$ cat src/cpag_params.svh
`ifndef CPAG_PARAMS_SVH
`define CPAG_PARAMS_SVH

// Width of the extended pointer and of every address it forms.
`define CPAG_PTR_W 23
// Width of the low pointer part, the buffer start and the signed constant.
`define CPAG_LOW_W 16
// Width of the high pointer part.
`define CPAG_HIGH_W 7
// Reset value of the extended pointer.
`define CPAG_PTR_RST 23'h000000
// Reset value of the generated address.
`define CPAG_ADDR_RST 23'h000000
// Pointer steps for narrow and wide accesses.
`define CPAG_STEP_ONE 23'h000001
`define CPAG_STEP_TWO 23'h000002

`endif

$ cat src/cpag_pkg.sv
package cpag_pkg;

    // Operand forms of the coefficient-pointer indirect mode.
    typedef enum logic [2:0] {
        FORM_PLAIN,
        FORM_POST_INC,
        FORM_POST_DEC,
        FORM_OFFSET,
        FORM_PRE_ADD
    } cpag_form_t;

    // Access types an operand may serve.
    typedef enum logic [2:0] {
        ACC_DATA_SINGLE,
        ACC_DATA_LONG,
        ACC_MMR_SINGLE,
        ACC_MMR_LONG,
        ACC_BIT_SINGLE,
        ACC_BIT_PAIR,
        ACC_IO
    } cpag_acc_t;

endpackage

$ cat src/cpag_sext_add.sv
`timescale 1ns/100ps
`include "cpag_params.svh"

module cpag_sext_add (
    // Operands
    input wire logic [`CPAG_PTR_W-1:0] base,
    input wire logic [`CPAG_LOW_W-1:0] signed_offset_const,
    // Result
    output logic [`CPAG_PTR_W-1:0] sum
);

    logic [`CPAG_PTR_W-1:0] offset_ext;

    // The constant is signed, so its top bit fills the upper pointer bits.
    assign offset_ext = {{(`CPAG_PTR_W-`CPAG_LOW_W){signed_offset_const[`CPAG_LOW_W-1]}},
                         signed_offset_const};
    assign sum = base + offset_ext;

endmodule // cpag_sext_add

$ cat src/cpag_circ_add.sv
`timescale 1ns/100ps
`include "cpag_params.svh"

module cpag_circ_add (
    // Address before and after the buffer start
    input wire logic [`CPAG_PTR_W-1:0] raw_addr,
    output logic [`CPAG_PTR_W-1:0] final_addr,
    // Circular configuration
    input wire logic circ_enable,
    input wire logic [`CPAG_LOW_W-1:0] coef_buffer_start
);

    // Software keeps this sum below the top of data space, so no carry-out check is made.
    assign final_addr = circ_enable ?
        raw_addr + {{(`CPAG_PTR_W-`CPAG_LOW_W){1'b0}}, coef_buffer_start} : raw_addr;

endmodule // cpag_circ_add

$ cat src/cpag_top.sv
`timescale 1ns/100ps
`include "cpag_params.svh"

module cpag_top (
    // Clock and reset
    input wire logic clk,
    input wire logic rst_n,
    // Address request
    input wire logic req_valid,
    input wire cpag_pkg::cpag_form_t req_form,
    input wire cpag_pkg::cpag_acc_t req_access,
    input wire logic req_in_parallel,
    input wire logic [`CPAG_LOW_W-1:0] signed_offset_const,
    // Pointer mode and buffer start
    input wire logic circ_enable,
    input wire logic [`CPAG_LOW_W-1:0] coef_buffer_start,
    // Direct pointer loads from the register path
    input wire logic load_high,
    input wire logic [`CPAG_HIGH_W-1:0] load_high_value,
    input wire logic load_low,
    input wire logic [`CPAG_LOW_W-1:0] load_low_value,
    // Generated access
    output logic addr_valid_q,
    output logic [`CPAG_PTR_W-1:0] addr_q,
    output cpag_pkg::cpag_acc_t addr_access_q,
    output logic req_error_q,
    // Pointer state
    output logic [`CPAG_PTR_W-1:0] extended_coef_pointer_q
);

    // Wide accesses are 32-bit data, 32-bit register accesses and register bit pairs.
    function automatic logic is_wide(input cpag_pkg::cpag_acc_t acc);
        is_wide = (acc == cpag_pkg::ACC_DATA_LONG) || (acc == cpag_pkg::ACC_MMR_LONG) ||
                  (acc == cpag_pkg::ACC_BIT_PAIR);
    endfunction

    // The two constant forms carry an instruction extension.
    function automatic logic has_const(input cpag_pkg::cpag_form_t form);
        has_const = (form == cpag_pkg::FORM_OFFSET) || (form == cpag_pkg::FORM_PRE_ADD);
    endfunction

    logic [`CPAG_LOW_W-1:0] coef_pointer_low;
    logic [`CPAG_HIGH_W-1:0] coef_pointer_high;
    logic [`CPAG_PTR_W-1:0] step;
    logic [`CPAG_PTR_W-1:0] const_sum;
    logic [`CPAG_PTR_W-1:0] raw_addr;
    logic [`CPAG_PTR_W-1:0] final_addr;
    logic [`CPAG_PTR_W-1:0] ptr_d;
    logic legal;
    logic accept;

    assign coef_pointer_low = extended_coef_pointer_q[`CPAG_LOW_W-1:0];
    assign coef_pointer_high = extended_coef_pointer_q[`CPAG_PTR_W-1:`CPAG_LOW_W];

    // A refused request leaves the pointer alone, so one refusal costs no write-back.
    assign legal = !(has_const(req_form) &&
                     (req_in_parallel || req_access == cpag_pkg::ACC_IO));
    assign accept = req_valid && legal;

    assign step = is_wide(req_access) ? `CPAG_STEP_TWO : `CPAG_STEP_ONE;

    cpag_sext_add u_const_add (
        .base(extended_coef_pointer_q),
        .signed_offset_const(signed_offset_const),
        .sum(const_sum)
    );

    // Address before the circular start is added.
    always_comb begin
        case (req_form)
            cpag_pkg::FORM_OFFSET: raw_addr = const_sum;
            cpag_pkg::FORM_PRE_ADD: raw_addr = const_sum;
            default: raw_addr = {coef_pointer_high, coef_pointer_low};
        endcase
    end

    cpag_circ_add u_circ_add (
        .raw_addr(raw_addr),
        .final_addr(final_addr),
        .circ_enable(circ_enable),
        .coef_buffer_start(coef_buffer_start)
    );

    // Next pointer; 23-bit sums carry across pages and wrap silently at the ends.
    always_comb begin
        case (req_form)
            cpag_pkg::FORM_POST_INC: ptr_d = extended_coef_pointer_q + step;
            cpag_pkg::FORM_POST_DEC: ptr_d = extended_coef_pointer_q - step;
            cpag_pkg::FORM_PRE_ADD: ptr_d = const_sum;
            default: ptr_d = extended_coef_pointer_q;
        endcase
    end

    // Pointer register. A direct load from the register path wins over a modification.
    always_ff @(posedge clk or negedge rst_n) begin
        if (!rst_n) begin
            extended_coef_pointer_q <= `CPAG_PTR_RST;
        end else if (load_high || load_low) begin
            extended_coef_pointer_q <= {load_high ? load_high_value : coef_pointer_high,
                                        load_low ? load_low_value : coef_pointer_low};
        end else if (accept) begin
            extended_coef_pointer_q <= ptr_d;
        end
    end

    // Generated access, one cycle after the request.
    always_ff @(posedge clk or negedge rst_n) begin
        if (!rst_n) begin
            addr_valid_q <= 1'b0;
            addr_q <= `CPAG_ADDR_RST;
            addr_access_q <= cpag_pkg::ACC_DATA_SINGLE;
        end else begin
            addr_valid_q <= accept;
            if (accept) begin
                addr_q <= final_addr;
                addr_access_q <= req_access;
            end
        end
    end

    // Refusal flag for a constant form run in parallel or aimed at I/O.
    always_ff @(posedge clk or negedge rst_n) begin
        if (!rst_n) begin
            req_error_q <= 1'b0;
        end else begin
            req_error_q <= req_valid && !legal;
        end
    end

    logic take;
    assign take = accept && !load_high && !load_low;

    property p_plain_keep;
        @(posedge clk) disable iff (!rst_n)
        take && req_form == cpag_pkg::FORM_PLAIN && !circ_enable |=>
            addr_q == $past(extended_coef_pointer_q) &&
            extended_coef_pointer_q == $past(extended_coef_pointer_q);
    endproperty
    a_plain_keep: assert property (p_plain_keep) else $error("bad plain access");

    property p_inc_one;
        @(posedge clk) disable iff (!rst_n)
        take && req_form == cpag_pkg::FORM_POST_INC && !is_wide(req_access) && !circ_enable |=>
            addr_q == $past(extended_coef_pointer_q) &&
            extended_coef_pointer_q == $past(extended_coef_pointer_q) + `CPAG_STEP_ONE;
    endproperty
    a_inc_one: assert property (p_inc_one) else $error("bad narrow increment");

    property p_inc_two;
        @(posedge clk) disable iff (!rst_n)
        take && req_form == cpag_pkg::FORM_POST_INC && is_wide(req_access) |=>
            extended_coef_pointer_q == $past(extended_coef_pointer_q) + `CPAG_STEP_TWO;
    endproperty
    a_inc_two: assert property (p_inc_two) else $error("bad wide increment");

    property p_dec_one;
        @(posedge clk) disable iff (!rst_n)
        take && req_form == cpag_pkg::FORM_POST_DEC && !is_wide(req_access) |=>
            extended_coef_pointer_q == $past(extended_coef_pointer_q) - `CPAG_STEP_ONE;
    endproperty
    a_dec_one: assert property (p_dec_one) else $error("bad narrow decrement");

    property p_dec_two;
        @(posedge clk) disable iff (!rst_n)
        take && req_form == cpag_pkg::FORM_POST_DEC && is_wide(req_access) && !circ_enable |=>
            addr_q == $past(extended_coef_pointer_q) &&
            extended_coef_pointer_q == $past(extended_coef_pointer_q) - `CPAG_STEP_TWO;
    endproperty
    a_dec_two: assert property (p_dec_two) else $error("bad wide decrement");

    property p_offset;
        @(posedge clk) disable iff (!rst_n)
        take && req_form == cpag_pkg::FORM_OFFSET && !circ_enable |=>
            addr_q == $past(extended_coef_pointer_q) +
                {{7{$past(signed_offset_const[15])}}, $past(signed_offset_const)} &&
            extended_coef_pointer_q == $past(extended_coef_pointer_q);
    endproperty
    a_offset: assert property (p_offset) else $error("bad offset address");

    property p_pre_add;
        @(posedge clk) disable iff (!rst_n)
        take && req_form == cpag_pkg::FORM_PRE_ADD && !circ_enable |=>
            addr_q == extended_coef_pointer_q &&
            extended_coef_pointer_q == $past(extended_coef_pointer_q) +
                {{7{$past(signed_offset_const[15])}}, $past(signed_offset_const)};
    endproperty
    a_pre_add: assert property (p_pre_add) else $error("bad pre-add");

    property p_circ;
        @(posedge clk) disable iff (!rst_n)
        take && circ_enable && req_form == cpag_pkg::FORM_POST_INC |=>
            addr_q == $past(extended_coef_pointer_q) + {7'h00, $past(coef_buffer_start)};
    endproperty
    a_circ: assert property (p_circ) else $error("buffer start not added");

    property p_refuse;
        @(posedge clk) disable iff (!rst_n)
        req_valid && has_const(req_form) && (req_in_parallel || req_access == cpag_pkg::ACC_IO)
            && !load_high && !load_low |=>
            req_error_q && !addr_valid_q && $stable(extended_coef_pointer_q);
    endproperty
    a_refuse: assert property (p_refuse) else $error("constant form not refused");

    property p_io_ok;
        @(posedge clk) disable iff (!rst_n)
        req_valid && req_access == cpag_pkg::ACC_IO && !has_const(req_form) |=>
            addr_valid_q && !req_error_q && addr_access_q == cpag_pkg::ACC_IO;
    endproperty
    a_io_ok: assert property (p_io_ok) else $error("I/O access wrongly refused");

    property p_once;
        @(posedge clk) disable iff (!rst_n)
        !req_valid && !load_high && !load_low |=> $stable(extended_coef_pointer_q);
    endproperty
    a_once: assert property (p_once) else $error("pointer moved without request");

    property p_load_both;
        @(posedge clk) disable iff (!rst_n)
        load_high && load_low |=>
            extended_coef_pointer_q == {$past(load_high_value), $past(load_low_value)};
    endproperty
    a_load_both: assert property (p_load_both) else $error("bad full load");

    // Loading one part must leave the other part alone.
    property p_load_low;
        @(posedge clk) disable iff (!rst_n)
        load_low && !load_high |=>
            extended_coef_pointer_q[22:16] == $past(extended_coef_pointer_q[22:16]) &&
            extended_coef_pointer_q[15:0] == $past(load_low_value);
    endproperty
    a_load_low: assert property (p_load_low) else $error("bad low load");

    property p_load_high;
        @(posedge clk) disable iff (!rst_n)
        load_high && !load_low |=>
            extended_coef_pointer_q[22:16] == $past(load_high_value) &&
            extended_coef_pointer_q[15:0] == $past(extended_coef_pointer_q[15:0]);
    endproperty
    a_load_high: assert property (p_load_high) else $error("bad high load");

    // A request beside a load still takes its address from the old pointer.
    property p_load_wins;
        @(posedge clk) disable iff (!rst_n)
        (load_high || load_low) && accept && !has_const(req_form) && !circ_enable |=>
            addr_valid_q && addr_q == $past(extended_coef_pointer_q);
    endproperty
    a_load_wins: assert property (p_load_wins) else $error("bad load address");

    property p_one_answer;
        @(posedge clk) disable iff (!rst_n)
        req_valid |=> addr_valid_q != req_error_q;
    endproperty
    a_one_answer: assert property (p_one_answer) else $error("not one answer");

    property p_no_answer;
        @(posedge clk) disable iff (!rst_n)
        !req_valid |=> !addr_valid_q && !req_error_q;
    endproperty
    a_no_answer: assert property (p_no_answer) else $error("answer without request");

    property p_access;
        @(posedge clk) disable iff (!rst_n)
        accept |=> addr_access_q == $past(req_access);
    endproperty
    a_access: assert property (p_access) else $error("bad access type");

    // The far side may read the address late, so it must hold between requests.
    property p_addr_hold;
        @(posedge clk) disable iff (!rst_n)
        !accept |=> $stable(addr_q) && $stable(addr_access_q);
    endproperty
    a_addr_hold: assert property (p_addr_hold) else $error("address moved");

    // The buffer start also lands on the offset address.
    property p_circ_offset;
        @(posedge clk) disable iff (!rst_n)
        take && circ_enable && req_form == cpag_pkg::FORM_OFFSET |=>
            addr_q == $past(extended_coef_pointer_q) + {7'h00, $past(coef_buffer_start)} +
                {{7{$past(signed_offset_const[15])}}, $past(signed_offset_const)} &&
            extended_coef_pointer_q == $past(extended_coef_pointer_q);
    endproperty
    a_circ_offset: assert property (p_circ_offset) else $error("bad circular offset");

    property p_circ_dec;
        @(posedge clk) disable iff (!rst_n)
        take && circ_enable && req_form == cpag_pkg::FORM_POST_DEC && !is_wide(req_access) |=>
            addr_q == $past(extended_coef_pointer_q) + {7'h00, $past(coef_buffer_start)} &&
            extended_coef_pointer_q == $past(extended_coef_pointer_q) - `CPAG_STEP_ONE;
    endproperty
    a_circ_dec: assert property (p_circ_dec) else $error("bad circular decrement");

endmodule // cpag_top

$ cat config.mk
export PLATFORM = sky130hd
export DESIGN_NAME = cpag_top
export DESIGN_NICKNAME = d
export VERILOG_FILES = /design/src/cpag_pkg.sv /design/src/cpag_sext_add.sv /design/src/cpag_circ_add.sv /design/src/cpag_top.sv
export VERILOG_INCLUDE_DIRS = /design/src
export SDC_FILE = /design/constraint.sdc
export NUM_CORES = 1
export LEC_CHECK = 0
export ABC_AREA = 1
export BUFFER_PORTS_ARGS = -buffer_cell sky130_fd_sc_hd__buf_2
export CORE_MARGIN = 4
export CORE_UTILIZATION = 35
export CTS_BUF_LIST = sky130_fd_sc_hd__clkbuf_8
export CTS_CLUSTER_DIAMETER = 40
export DETAILED_ROUTE_END_ITERATION = 16
export HOLD_SLACK_MARGIN = 0.05
export PLACE_DENSITY_LB_ADDON = 0.2
export SYNTH_ARGS = -nofsm -noshare
export SYNTH_HDL_FRONTEND = slang
export SYNTH_SLANG_ARGS = --single-unit
$ cat constraint.sdc
create_clock -name clk -period 9.8 [get_ports clk]
set_input_delay 0.49 -clock clk [delete_from_list [all_inputs] [get_ports clk]]
set_output_delay 0.49 -clock clk [all_outputs]
set_load 0.01 [all_outputs]
# Word level (Yosys, flattened, before mapping)
# Index checks and enable logic that the tools add are counted.
word_totals:
  reg_bits: 51
  input_bits: 68
  output_inout_bits: 51
  wordCells: 42
op_classes:
  addsub: 4
  eq_ne: 10
  muxes: 8
  reduce_logical: 14
op_table:
  columns: ["op", "count"]
  rows:
  - ["two-way mux 23 bit", 4]
  - ["case mux 23 bit (3 select lines)", 1]
  - ["adder 23 x 16 -> 23 bit", 1]
  - ["adder 23 x 2 -> 23 bit", 1]
  - ["adder 23 bit", 1]
  - ["subtractor 23 x 2 -> 23 bit", 1]
  - ["two-way mux 16 bit", 1]
  - ["equality test 3 x 2 -> 1 bit, second input constant", 3]
  - ["equality test 3 bit, second input constant", 3]
  - ["two-way mux 7 bit", 1]
  - ["equality test 3 x 1 -> 1 bit, second input constant", 2]
  - ["AND reduction 3 bit", 2]
  - ["logical OR 1 bit", 5]
  - ["inequality test 2 bit, second input constant", 2]
  - ["nonzero test 4 bit", 1]
  - ["logical AND 1 bit", 3]
  - ["two-way mux 2 bit", 1]
  - ["nonzero test 2 bit", 1]
  - ["OR reduction 2 bit", 1]
  - ["logical NOT 1 bit", 1]

# Depth between registers and ports, before layout
depth:
  depth_word: 8
  ltp_mapped: 25

# By module
# Synthesis repeated with hierarchy kept, for this count alone.
unflattened:
  cells_unflattened: 1340
  area_unflattened_um2: 7528.5
modules_own_cells:
  columns: ["mod", "instances", "cells_per_inst", "area_per_inst_um2", "seq_area_each_um2"]
  rows:
  - ["cpag_top", 1, 688, 4371.7, 1276.2]
  - ["cpag_sext_add", 1, 334, 1626.6, 0.0]
  - ["cpag_circ_add", 1, 318, 1530.2, 0.0]

# Worst setup path after synthesis
# Ideal clock, no wire load.
synth_path:
  kind: "input -> register"
  startpoint: "in req_form[0]"
  endpoint: "reg extended_coef_pointer_q[16]"
  setup_ps: 113
  arrival_time_ps: 3531
  t_required_ps: 9687
  path_slack_ps: 6157
  path_stages: 14
  n_path_buf: 0
  cell_sequence: "nor3_1 ha_1 a21oi_1 nand2_1 a21boi_0 o21ai_0 nand2_1 nand3_1 nand2_1 nand3b_1 nand3_1 nand3_1 nand2_1 inv_1"
synth_via:
  elab_chain_len: 7
  elab_cells_between_ends: 14
  cone_classes: "eq/ne: 4; mux: 3; reduce/logical: 7"
synth_rtl:
  columns: ["item", "line_no", "rtl"]
  rows:
  - ["start, declared", "cpag_top.sv:10", "input wire cpag_pkg::cpag_form_t req_form,"]
  - ["equality test 3 x 2 -> 1 bit / equality test 3 bit (equally long branches)", "cpag_top.sv:39, cpag_top.sv:86", null]
  - ["logical OR 1 bit", "cpag_top.sv:39", "has_const = (form == cpag_pkg::FORM_OFFSET) || (form == cpag_pkg::FORM_PRE_ADD);"]
  - ["logical AND 1 bit", "cpag_top.sv:56", "assign legal = !(has_const(req_form) &&"]
  - ["logical NOT 1 bit", "cpag_top.sv:56", null]
  - ["logical AND 1 bit", "cpag_top.sv:58", "assign accept = req_valid && legal;"]
  - ["nonzero test 2 bit (no line)", null, null]
  - ["AND reduction 3 bit (no line)", null, null]
  - ["end signal, assigned", "cpag_top.sv:97", "extended_coef_pointer_q <= `CPAG_PTR_RST;"]
  - ["end signal, assigned", "cpag_top.sv:99", "extended_coef_pointer_q <= {load_high ? load_high_value : coef_pointer_high,"]
  - ["end signal, assigned", "cpag_top.sv:102", "extended_coef_pointer_q <= ptr_d;"]
  - ["end, declared", "cpag_top.sv:28", "output logic [`CPAG_PTR_W-1:0] extended_coef_pointer_q"]
# Parallel ways exist; a longest one is shown, timed or not. The select of a mux whose other input is x is not followed.
# A chain may end at the register's enable or synchronous reset.

# Worst setup path after layout
layout_path:
  startpoint: "reg extended_coef_pointer_q[0]"
  endpoint: "reg addr_q[12]"
layout_via:
  elab_chain_len: 4
layout_rtl:
  columns: ["item", "line_no", "rtl"]
  rows:
  - ["adder 23 bit", "cpag_sext_add.sv:17", "assign sum = base + offset_ext;"]
  - ["two-way mux 23 bit (*)", "cpag_top.sv:70", "case (req_form)"]
  - ["adder 23 x 16 -> 23 bit", "cpag_circ_add.sv:15", "raw_addr + {{(`CPAG_PTR_W-`CPAG_LOW_W){1'b0}}, coef_buffer_start} : raw_addr;"]
  - ["two-way mux 23 bit (*)", "cpag_circ_add.sv:14", "assign final_addr = circ_enable ?"]
  - ["end signal, assigned", "cpag_top.sv:110", "addr_q <= `CPAG_ADDR_RST;"]
  - ["end signal, assigned", "cpag_top.sv:115", "addr_q <= final_addr;"]
  - ["end, declared", "cpag_top.sv:24", "output logic [`CPAG_PTR_W-1:0] addr_q,"]
# Mark *: on every way between the ends. The rest lies on a longest branch, timed or not.

==> metrics <==
result of the run=finished clean; overall routing resource usage=0.214; clock tree from TritonCTS=yes; Detail Route Antenna Nets=0; total area of multi-input combinational cells=4600 um2; highest achievable clock rate=261 MHz; relative slew slack=0.435; number of enable-type register cells in the synthesized netlist=0; last weighted congestion value of the routability-driven placer=0.902; post-cts hold buffer count=0; clock network latency to the later pin of the worst-skew pair=roughly 0.34 ns; number of pins with negative max-slew slack in the final report=0; final wirelength=about 22000 um; largest family of logic cells by synthesized area=simple AND/OR/NAND/NOR gates; via-per-instance ratio=~5; worst ir drop on vdd=between 70 and 80 uV; Post-Synth Adder-Cell Area=0.132; simple-gate portion of the synthesized area=0.356; synthesized cell area=about 6400 um2; port buffer count=118; DP HPWL=between 15000 and 20000 um; worst path setup slack after routing=5.96 ns; total of endpoints with negative setup slack in the final report=0; sequential area share after synthesis=0.198; xor/xnor share of the synthesized area=0.0449; Yosys top cell area share=0.198; CTS Sinks=51; area leader, netlist=dfrtp_1; number of global-route vias before repair=around 6700; clk_skew=0.00964 ns; global-route wire length before repair=34600 um; total non-filler cell area in the finished layout=between 7000 and 8000 um2; H-tree depth=2; count of standard-cell rows=49; area after detailed placement=roughly 7300 um2; number of fill cells=approximately 2000; mean post-synth cell area=just over 6 um2; final critical-path share of the clock period=0.392; unrepaired setup endpoints after global routing=no; Area growth syn-to-layout=14.3%; starting DRC count in detailed routing=370; antenna diode count=0; synthesis-stage register bit count=51; initial antenna violation count=1; clock input transition at the sequential cells of the worst setup and hold paths=about 0.11 ns; startpoint kind of the worst setup timing path=flop; hold crit path type=in -> async; most common cell in the synthesized netlist=nand2_1; Most used DFF post-synth=dfrtp_1; number of DRC violations after detailed routing=0; path type of the worst setup path=reg -> reg; transition time at the pin with the least slew margin=around 0.85 ns; critical path endpoint category=flop; post-CTS setup buffer count=0; Post-synth ARST share=1.00; worst endpoint required time=about 10 ns; standard cell core area=between 15000 and 20000 um2; number of nets produced by synthesis=1173; number of cells in the finished layout apart from fillers=roughly 1400; fin crit period=between 3 and 4 ns; synthesized instance count=1039; cell types occupying the most area after synthesis=dfrtp_1 (20%), nand2_1 (19%), ha_1 (12%); Die Area=20600 um2; Placed Cells=1372; multiplexer area fraction after synthesis=0; total power=1.18 mW; largest net degree at the start of global routing=between 50 and 60; average routed wire per standard cell=between 15 and 20 um; sequential standard cell area=between 1000 and 1500 um2; internal reg-to-reg setup slack=approximately 6.0 ns; P_leak=between 3 and 4 nW; Die Width=approximately 140 um; TritonRoute pass-1 iters=6; share of final-layout standard cells stronger than drive strength 1=0.142; R2R depth=21; top post-synthesis cells by count=nand2_1 (327), inv_1 (112), nor2_1 (92), nand3_1 (84), a21oi_1 (73); synthesized-area fraction occupied by ao, oa, aoi and oai cells=0.182; Vias=around 7000; starting density of the core=0.357; peak fanout along the critical path=4; total overflow reported by the global router=0; root cell of the clock tree=clkbuf_8; total power density per cell area=about 160 nW/um2; pre-CTS worst setup slack=just under 6 ns; quantity of gates resized following cts=0; number of buffers inserted during clock tree synthesis=5; critical register-to-register path startpoint=extended_coef_pointer_q[0]$_DFFE_PN0P_; number of nets in the layout=1284; number of top-level pins=119; setup TNS=0 ns; maximum count of clock buffers along a single path=2; Synth Warn #=0; vertical die dimension=~140 um; arrival time at the worst endpoint=roughly 4 ns; capture instance of the worst register-to-register path=addr_q[12]$_DFFE_PN0P_; final count of hold timing violations=0; post-synthesis cell type count=48; MaxCap Viol Count=0
[power breakdown]
part	switching [mW]	leakage, nW	total (mW)	internal [mW]
clock	0.0838	0.0581	0.160	0.0763
combinational	0.461	3.25	0.721	0.261
sequential	0.0479	0.612	0.302	0.254
total	0.592	3.92	1.18	0.591
[layer usage]
layer	vias up	routed length, um	GRT usage
li1	3669	-	-
met1	3127	10300	0.299
met2	207	9470	0.342
met3	28	1330	0.0323
met4	0	471	0.0629
met5	-	0	0
[flip-flops by register name, indices dropped and copies added, names as in the netlist]
| signal | count |
|---|---|
| addr_access_q | 3 |
| addr_q | 23 |
| addr_valid_q | 1 |
| extended_coef_pointer_q | 23 |
| req_error_q | 1 |
[critical path, cell delays in order, from the launching register on]
cell	delay, ns
dfrtp_1	0.43
ha_1	0.26
fa_1	0.48
nand2_1	0.11
nand2_1	0.06
and2_1	0.17
nand2_1	0.07
nand2_1	0.11
xor2_1	0.27
nand2_1	0.08
o21ai_1	0.13
ha_1	0.29
nand2_1	0.10
inv_1	0.06
a21oi_1	0.14
nand2_1	0.12
a21boi_0	0.31
o21ai_0	0.16
xnor2_1	0.15
nand2_1	0.06
o211ai_1	0.09
nand2_1	0.06
[layout by cell type (no fill, tap or decap), types with 9 or more instances in the layout]
| master | netlist | final |
|---|---|---|
| dfrtp_1 | 51 | 51 |
| inv_1 | 112 | 112 |
| xor2_1 | 18 | 18 |
| a21oi_1 | 73 | 73 |
| a31oi_1 | 9 | 9 |
| xnor2_1 | 15 | 15 |
| o211ai_1 | 12 | 12 |
| o21ai_0 | 52 | 52 |
| buf_2 | 4 | 118 |
| o21ai_1 | 26 | 26 |
| ha_1 | 63 | 63 |
| nand4_1 | 12 | 12 |
| nand2_1 | 327 | 327 |
| nor2_1 | 92 | 92 |
| nand3_1 | 84 | 84 |
[worst max path at each step]
stage | from | to | slack, ns | depth (start not counted)
floorplan | req_form[0] | extended_coef_pointer_q[16]$_DFFE_PN0P_ | 6.16 | 14
global placement | signed_offset_const[0] | addr_q[12]$_DFFE_PN0P_ | 5.89 | 22
detailed placement | signed_offset_const[0] | addr_q[19]$_DFFE_PN0P_ | 5.82 | 23
CTS | extended_coef_pointer_q[0]$_DFFE_PN0P_ | addr_q[19]$_DFFE_PN0P_ | 5.98 | 22
global route | extended_coef_pointer_q[0]$_DFFE_PN0P_ | addr_q[20]$_DFFE_PN0P_ | 5.57 | 23
finish | extended_coef_pointer_q[0]$_DFFE_PN0P_ | addr_q[12]$_DFFE_PN0P_ | 5.96 | 21
[logic make-up after synthesis]
family | Yosys count
adder cells (fa/ha/maj) | 66
flip-flops | 51
AO/OA/AOI/OAI | 201
buffers and inverters | 141
AND/OR/NAND/NOR | 547
XOR/XNOR | 33
[area by class of cell]
type / count / area share
Clock buffer: 5 / 0.00934
Clock inverter: 3 / 0.00595
Inverter: 123 / 0.0630
Multi-Input combinational cell: 847 / 0.625
Sequential cell: 51 / 0.173
Tap cell: 229 / 0.0389
Timing Repair Buffer: 122 / 0.0843
[metrics by stage]
stage / util / hold slack [ns]
2_1_floorplan: - / 0.194
3_3_place_gp: 0.402 / 0.456
3_5_place_dp: 0.402 / 0.461
4_1_cts: 0.409 / 0.289
5_1_grt: 0.409 / 0.327
6_report: 0.409 / 0.273
Note: power is estimated with default switching activity, not from simulation.
